`config.mk`:
```
export PLATFORM = sky130hd
export DESIGN_NAME = cri_irq_flags
export DESIGN_NICKNAME = d
export VERILOG_FILES = /design/src/rtl/cri_pkg.sv /design/src/rtl/cri_change_det.sv /design/src/rtl/cri_flag_bank.sv /design/src/rtl/cri_irq_flags.sv
export VERILOG_INCLUDE_DIRS = /design/src /design/src/rtl
export SDC_FILE = /design/constraint.sdc
export NUM_CORES = 1
export LEC_CHECK = 0
export BUFFER_PORTS_ARGS = -buffer_cell sky130_fd_sc_hd__buf_2
export CORE_ASPECT_RATIO = 1.2
export CORE_UTILIZATION = 35
export DETAILED_ROUTE_END_ITERATION = 12
export HOLD_SLACK_MARGIN = 0.1
export SYNTH_ARGS = -nofsm -noshare
export SYNTH_HDL_FRONTEND = slang
export SYNTH_SLANG_ARGS = --single-unit
```
`constraint.sdc`:
```
create_clock -name i_ref_clk -period 2 [get_ports i_ref_clk]
set_input_delay 0.4 -clock i_ref_clk [delete_from_list [all_inputs] [get_ports i_ref_clk]]
set_output_delay 0.4 -clock i_ref_clk [all_outputs]
set_load 0.05 [all_outputs]
```
`src/rtl/cri_defs.svh`:
```
// Purpose: offsets, field positions and reset values of the flag block
// Assumes: 8-bit register port, byte-wide offsets
// Notes: included by the package, by cri_irq_flags and by the bench
`ifndef CRI_DEFS_SVH
`define CRI_DEFS_SVH
`define CRI_ADDR_W 8
`define CRI_DATA_W 8
`define CRI_OFS_CHG_FLAGS 8'h04
`define CRI_OFS_CHG_MASKS 8'h05
`define CRI_OFS_REG_FLAGS 8'h06
`define CRI_OFS_REG_MASKS 8'h07
`define CRI_OFS_TOP 8'h01
`define CRI_CHG_BITS 7
`define CRI_REG_BITS 4
`define CRI_CHG_FLAG_RST 7'h00
`define CRI_CHG_MASK_RST 7'h7f
`define CRI_REG_FLAG_RST 4'h0
`define CRI_REG_MASK_RST 8'hff
`define CRI_BIT_DEAD 6
`define CRI_BIT_ILIM 5
`define CRI_BIT_FAST 4
`define CRI_BIT_PREQ 3
`define CRI_BIT_BATT 2
`define CRI_BIT_VBAT 1
`define CRI_BIT_CHGOK 0
`define CRI_TOP_CHG 2
`define CRI_TOP_BUCK 1
`define CRI_TOP_LIN 0
`define CRI_BUCK_HI 3
`define CRI_BUCK_LO 2
`define CRI_LIN_HI 1
`define CRI_LIN_LO 0
`endif

```
`src/rtl/cri_pkg.sv`:
```
// Purpose: shared types of the charger and regulator flag block
// Assumes: cri_defs.svh gives the widths
// Notes: types only, numbers live in the header
`include "cri_defs.svh"
package cri_pkg;
  // one register port access
  typedef struct packed {
    logic wr;                         // write strobe
    logic [`CRI_ADDR_W-1:0] addr;     // register offset
    logic [`CRI_DATA_W-1:0] wdata;    // write data
  } cri_bus_s;
  // charger group event inputs, one cycle pulses or levels
  typedef struct packed {
    logic dead_timeout;               // dead-charge timer expired
    logic ilim_active;                // input current limiter active
    logic fast_timeout;               // fast-charge timer expired
    logic preq_timeout;               // pre-qual timer expired
    logic battery_attached_status;    // battery attached level
    logic vbat_good;                  // battery voltage good level
    logic charger_good;               // charger good level
  } cri_chg_in_s;
  // rail power-good levels
  typedef struct packed {
    logic buck1_power_good;           // buck 1 good
    logic buck2_power_good;           // buck 2 good
    logic linreg1_power_good;         // ldo 1 good
    logic linreg2_power_good;         // ldo 2 good
  } cri_rail_in_s;
endpackage : cri_pkg

```
`src/rtl/cri_change_det.sv`:
```
// Purpose: flags a change on a set of status levels
// Assumes: levels synchronous to the clock
// Notes: the first sample after reset is taken as the baseline
`timescale 1ns/100ps
module cri_change_det import cri_pkg::*; #(
  parameter int WIDTH = 4               // number of levels watched
) (
  input wire logic i_ref_clk,           // system clock
  input wire logic i_reset_n,           // sync reset, active low
  input wire logic [WIDTH-1:0] i_level, // levels watched
  output logic [WIDTH-1:0] o_change     // one pulse per edge
);
  // all state in one struct
  typedef struct packed {
    logic armed;                        // baseline captured
    logic [WIDTH-1:0] last;             // previous sample
  } cri_det_s;
  cri_det_s st, next_st;

  // no edge is reported before a baseline exists, so reset is quiet
  always_comb begin
    next_st = st;
    next_st.armed = 1'b1;
    next_st.last = i_level;
  end

  always_ff @(posedge i_ref_clk) begin
    if (!i_reset_n) begin
      st <= '0;
    end else begin
      st <= next_st;
    end
  end

  // either direction counts
  assign o_change = st.armed ? (st.last ^ i_level) : '0;
endmodule : cri_change_det

```
`src/rtl/cri_flag_bank.sv`:
```
// Purpose: sticky write-to-clear flags
// Assumes: clear is a write of ones to the flag positions
// Notes: a set in the clearing cycle wins
`timescale 1ns/100ps
module cri_flag_bank import cri_pkg::*; #(
  parameter int WIDTH = 4               // flags in the bank
) (
  input wire logic i_ref_clk,           // system clock
  input wire logic i_reset_n,           // sync reset, active low
  input wire logic [WIDTH-1:0] i_set,   // event pulses
  input wire logic [WIDTH-1:0] i_clear, // write-one clear bits
  output logic [WIDTH-1:0] o_flags      // latched flags
);
  typedef struct packed {
    logic [WIDTH-1:0] flags;            // sticky flags
  } cri_bank_s;
  cri_bank_s st, next_st;

  // only written bits drop; set overrides clear
  always_comb begin
    next_st = st;
    next_st.flags = (st.flags & ~i_clear) | i_set;
  end

  always_ff @(posedge i_ref_clk) begin
    if (!i_reset_n) begin
      st <= '0;
    end else begin
      st <= next_st;
    end
  end

  assign o_flags = st.flags;
endmodule : cri_flag_bank

```
`src/rtl/cri_irq_flags.sv`:
```
// Purpose: charger and regulator second-tier event flags and masks
// Assumes: byte register port, read data registered one cycle late
// Notes: feeds three summary bits of the top interrupt register
`timescale 1ns/100ps
`include "cri_defs.svh"
module cri_irq_flags import cri_pkg::*; (
  input wire logic i_ref_clk,            // system clock, 125 MHz
  input wire logic i_reset_n,            // sync reset, active low
  input wire cri_bus_s i_bus,            // register write/address
  input wire logic i_rd,                 // read strobe
  input wire cri_chg_in_s i_chg,         // charger events and levels
  input wire cri_rail_in_s i_rail,       // rail power-good levels
  output logic [`CRI_DATA_W-1:0] o_rdata, // read data, registered
  output logic o_rvalid,                 // read data valid pulse
  output logic o_charger_group_summary,  // top bit 2
  output logic o_buck_group_summary,     // top bit 1
  output logic o_linreg_group_summary    // top bit 0
);
  // all state of this level in one struct
  typedef struct packed {
    logic [`CRI_CHG_BITS-1:0] chg_masks;  // charger masks
    logic [`CRI_DATA_W-1:0] reg_masks;    // regulator masks, full byte
    logic [`CRI_DATA_W-1:0] rdata;        // read holding register
    logic rvalid;                         // read answer pulse
    logic [2:0] top;                      // registered summaries
  } cri_top_s;
  cri_top_s st, next_st;

  logic [2:0] chg_lvl_change;              // charger level edges
  logic [`CRI_REG_BITS-1:0] rail_change;   // rail good edges
  logic [`CRI_CHG_BITS-1:0] chg_set;       // charger set pulses
  logic [`CRI_CHG_BITS-1:0] chg_clr;       // charger clear bits
  logic [`CRI_REG_BITS-1:0] reg_clr;       // regulator clear bits
  logic [`CRI_CHG_BITS-1:0] chg_flags;     // charger flags
  logic [`CRI_REG_BITS-1:0] reg_flags;     // regulator flags
  logic [2:0] top_now;                     // summaries this cycle

  // write decode helper, used for each of the four writable registers
  function automatic logic hit(input cri_bus_s b,
                               input logic [`CRI_ADDR_W-1:0] ofs);
    hit = b.wr && (b.addr == ofs);
  endfunction : hit

  // status levels that report changes
  cri_change_det #(.WIDTH(3)) u_chg_det (
    .i_ref_clk(i_ref_clk),
    .i_reset_n(i_reset_n),
    .i_level({i_chg.battery_attached_status, i_chg.vbat_good,
              i_chg.charger_good}),
    .o_change(chg_lvl_change)
  );

  cri_change_det #(.WIDTH(`CRI_REG_BITS)) u_rail_det (
    .i_ref_clk(i_ref_clk),
    .i_reset_n(i_reset_n),
    .i_level({i_rail.buck1_power_good, i_rail.buck2_power_good,
              i_rail.linreg1_power_good, i_rail.linreg2_power_good}),
    .o_change(rail_change)
  );

  // charger set vector; limiter level keeps re-setting while active
  always_comb begin
    chg_set = '0;
    chg_set[`CRI_BIT_DEAD] = i_chg.dead_timeout;
    chg_set[`CRI_BIT_ILIM] = i_chg.ilim_active;
    chg_set[`CRI_BIT_FAST] = i_chg.fast_timeout;
    chg_set[`CRI_BIT_PREQ] = i_chg.preq_timeout;
    chg_set[`CRI_BIT_BATT] = chg_lvl_change[`CRI_BIT_BATT];
    chg_set[`CRI_BIT_VBAT] = chg_lvl_change[`CRI_BIT_VBAT];
    chg_set[`CRI_BIT_CHGOK] = chg_lvl_change[`CRI_BIT_CHGOK];
  end

  // a write clears the flags written as one; reserved bit 7 ignored
  assign chg_clr = hit(i_bus, `CRI_OFS_CHG_FLAGS) ?
                   i_bus.wdata[`CRI_CHG_BITS-1:0] : '0;
  assign reg_clr = hit(i_bus, `CRI_OFS_REG_FLAGS) ?
                   i_bus.wdata[`CRI_REG_BITS-1:0] : '0;

  cri_flag_bank #(.WIDTH(`CRI_CHG_BITS)) u_chg_bank (
    .i_ref_clk(i_ref_clk),
    .i_reset_n(i_reset_n),
    .i_set(chg_set),
    .i_clear(chg_clr),
    .o_flags(chg_flags)
  );

  cri_flag_bank #(.WIDTH(`CRI_REG_BITS)) u_reg_bank (
    .i_ref_clk(i_ref_clk),
    .i_reset_n(i_reset_n),
    .i_set(rail_change),
    .i_clear(reg_clr),
    .o_flags(reg_flags)
  );

  // summaries: any set flag whose mask is zero
  always_comb begin
    top_now = '0;
    top_now[`CRI_TOP_CHG] = |(chg_flags & ~st.chg_masks);
    top_now[`CRI_TOP_BUCK] = |(reg_flags[`CRI_BUCK_HI:`CRI_BUCK_LO]
      & ~st.reg_masks[`CRI_BUCK_HI:`CRI_BUCK_LO]);
    top_now[`CRI_TOP_LIN] = |(reg_flags[`CRI_LIN_HI:`CRI_LIN_LO]
      & ~st.reg_masks[`CRI_LIN_HI:`CRI_LIN_LO]);
  end

  // mask storage and the read path
  always_comb begin
    next_st = st;
    next_st.rvalid = i_rd;
    next_st.top = top_now;
    if (hit(i_bus, `CRI_OFS_CHG_MASKS)) begin
      next_st.chg_masks = i_bus.wdata[`CRI_CHG_BITS-1:0];
    end
    if (hit(i_bus, `CRI_OFS_REG_MASKS)) begin
      next_st.reg_masks = i_bus.wdata;
    end
    if (i_rd) begin
      case (i_bus.addr)
        `CRI_OFS_TOP: next_st.rdata = {5'h00, top_now};
        `CRI_OFS_CHG_FLAGS: next_st.rdata = {1'b0, chg_flags};
        `CRI_OFS_CHG_MASKS: next_st.rdata = {1'b0, st.chg_masks};
        `CRI_OFS_REG_FLAGS: next_st.rdata = {4'h0, reg_flags};
        `CRI_OFS_REG_MASKS: next_st.rdata = st.reg_masks;
        default: next_st.rdata = '0; // unmapped reads zero
      endcase
    end
  end

  always_ff @(posedge i_ref_clk) begin
    if (!i_reset_n) begin
      st.chg_masks <= `CRI_CHG_MASK_RST;
      st.reg_masks <= `CRI_REG_MASK_RST;
      st.rdata <= '0;
      st.rvalid <= 1'b0;
      st.top <= '0;
    end else begin
      st <= next_st;
    end
  end

  assign o_rdata = st.rdata;
  assign o_rvalid = st.rvalid;
  assign o_charger_group_summary = st.top[`CRI_TOP_CHG];
  assign o_buck_group_summary = st.top[`CRI_TOP_BUCK];
  assign o_linreg_group_summary = st.top[`CRI_TOP_LIN];
endmodule : cri_irq_flags

```
==> metrics <==
NumNets Final 289; dpl ws -0.0918 ns; CTS tree done; number of vias per cell just under 5; core area 5630 µm²; die width 71.7 µm; Clk Latency, worst-skew pair 0.30 ns; top post-synthesis cells by area dfxtp_1 45%, nand2_1 5.1%, mux2i_1 4.9%, a21boi_0 4.4%, mux4_2 4.4%; CP Cell Sequence buf_2, or4_4, nor3b_4, and4_1, buf_12, mux2i_1, nand2_1; Power Total approximately 1.8 mW; Initial Util 36.3%; initial antenna violation count 0; first-pass GRT wire length 7.01 mm; CP max stage delay approximately 0.55 ns; family with the most delay on the worst path simple AND/OR/NAND/NOR gates; Area Growth Syn to Fin 18.7%; Initial DRC Count 121; WP data arrival between 1.5 and 2 ns; clk root buf clkbuf_8; register area share after synthesis 45.1%; post-CTS setup buffer count 0; hold slack final 0.311 ns; # IOs 43; Max clock buf depth 2; failing checks design-rule violations; dominant synthesized flop cell dfxtp_1; CP max FO 8; status complete, but fails checks; synthesized flop and latch total 46; CTS Buf Count 5; Final Routed Wirelength 4.12 mm; Syn. warnings 0; Pint roughly 1.4 mW; count leader, synth dfxtp_1; Total Routing Usage GR 14.7%; highest ir drop seen on vdd 0.366 mV; RSZ-0062 raised after global routing false; clock network fraction of design power 38.4%; row count 30; Tcrit/Tclk final 88.4%; Slew Limit Fails 0; total grt overflow 0; Leak 1.05 nW; library cells used by synthesis 31; number of global-route vias before repair 1476; cts-stage hold buffer count 0; syn_nets 250; dpl hpwl 3.13 mm; CTS resizes 0; post-synthesis average cell area 9.32 µm²; vias post-DR 1573; ant diodes 0; max cap viols 0; top cell type by total area after synthesis dfxtp_1; H-tree depth 2; top-area cell type share of the netlist area around 45%; Comb power frac 8.7%; Post-synth EDFFs 0; worst path bufs/invs 2; Worst Skew ~0.0014 ns; Clk pin slew, worst setup/hold paths 0.08 ns; crit path time final between 1.5 and 2 ns; Post-Syn Instances 219; relative slew slack between 60% and 70%; share of layout cells above drive strength 1 25.2%; Net Sw Frac 22.0%; ys async rst share 0%; critical path's slowest cell or4_4; placed instance area 2310 µm²; required time of the critical path 2.17 ns; worst slew pin tran roughly 0.55 ns; Critical Path Source Type primary input; Hold Crit Class primary input to flop; cell area after synthesis between 2000 and 2500 µm²; Worst Slack Setup Final 0.231 ns; largest net degree at the start of global routing 37; Remaining DRCs 1; clk sinks 46; kind of critical path primary input to flop; setup TNS 0 ns; die area 6140 µm²; global placer's final weighted congestion between 0.7 and 0.8; DRT Pass-1 Iters 8; antenna viol nets, final 0; Setup-failing EPs final 0; Highest Clock Rate 565 MHz; Final Hold Fails 0; sequential fraction of design power 52.9%; cell area after layout around 2400 µm²; synth cell count leaders 46 x dfxtp_1, 28 x nand2_1, 20 x inv_1, 13 x and2_1, 13 x o21ai_0; die height 85.7 µm; crit path capture type flop; Cell Pwr Density 750 nW/µm²; Port Buffers 42; wire per inst 12.8 µm; sw power 400 µW
==> layout make-up <==
class                           instances  area (µm²)
Sequential cell                        46         921
Inverter                               20        75.1
Clock buffer                            6        82.6
Clock inverter                          1        30.0
Multi-Input combinational cell        135         940
Fill cell                             587        3210
Timing Repair Buffer                   50         295
Tap cell                               64        80.1
==> cell usage in the layout, fill, tap and decap left out, types with 3 or more instances in the layout <==
cell type	n
xor2_1	7
nand3_1	6
and2_1	13
a22o_1	3
inv_1	20
mux4_2	4
o211ai_1	5
buf_4	6
nand2_1	28
a21boi_0	12
a31oi_1	4
o21ai_0	13
nor2_1	3
mux2i_1	10
nand2b_1	8
dfxtp_1	46
a22oi_1	4
o22ai_1	4
clkbuf_8	6
buf_2	42
==> final timing paths <==
path                            cells after the start  startpoint               endpoint  slack (ns)
worst max register to register                      5      st[23]             o_rdata[2]        0.53
worst min register to register                      2  o_rdata[7]             o_rdata[7]        0.48
worst max-delay path                                7   i_bus[14]                 st[12]        0.23
worst min-delay path                                2    i_bus[5]  u_chg_bank.o_flags[5]        0.31
==> power by group through the flow <==
stage | clock network, mW | registers, mW | logic [mW]
floorplan | 0 | 0.982 | 0.0917
global placement | 0 | 0.985 | 0.159
detailed placement | 0 | 0.985 | 0.161
CTS | 0.714 | 0.964 | 0.161
global route | 0.744 | 0.967 | 0.180
finish | 0.697 | 0.963 | 0.158
==> state kept, by name, indices dropped and copies added, names as in the netlist <==
register and cells:
o_buck_group_summary 1, o_charger_group_summary 1, st 15, o_rvalid 1
u_reg_bank.o_flags 4, o_linreg_group_summary 1, o_rdata 8, u_chg_bank.o_flags 7
u_rail_det.st 4, u_chg_det.st 4
==> metal layers <==
metal  track usage, %  vias to the layer above  part of all wire, %
li1                 -                      815                    -
met5                0                        -                    0
met4             6.06                        0                  1.8
met2             24.2                       38                   47
met1             18.6                      713                   46
met3             3.06                        7                  4.5
==> cell families (layout without fill, tap and decap cells) <==
kind of cell           Yosys count  count (layout)  share of synthesized area (%)
AO/OA/AOI/OAI                   48              48                           16.0
XOR/XNOR                         7               7                           3.00
AND/OR/NAND/NOR                 65              65                           17.2
flip-flops                      46              46                           45.1
multiplexers                    15              15                           9.87
buffers and inverters           38              77                           8.88
==> through the flow <==
| stage | utilization (%) | instances |
|---|---|---|
| after CTS | 43.0 | 322 |
| after detailed placement | 41.0 | 315 |
| after floorplan | - | 219 |
| final | 43.0 | 322 |
| after global placement | 41.0 | 315 |
| after global routing | 43.0 | 322 |
(Power assumes the default switching activity.)
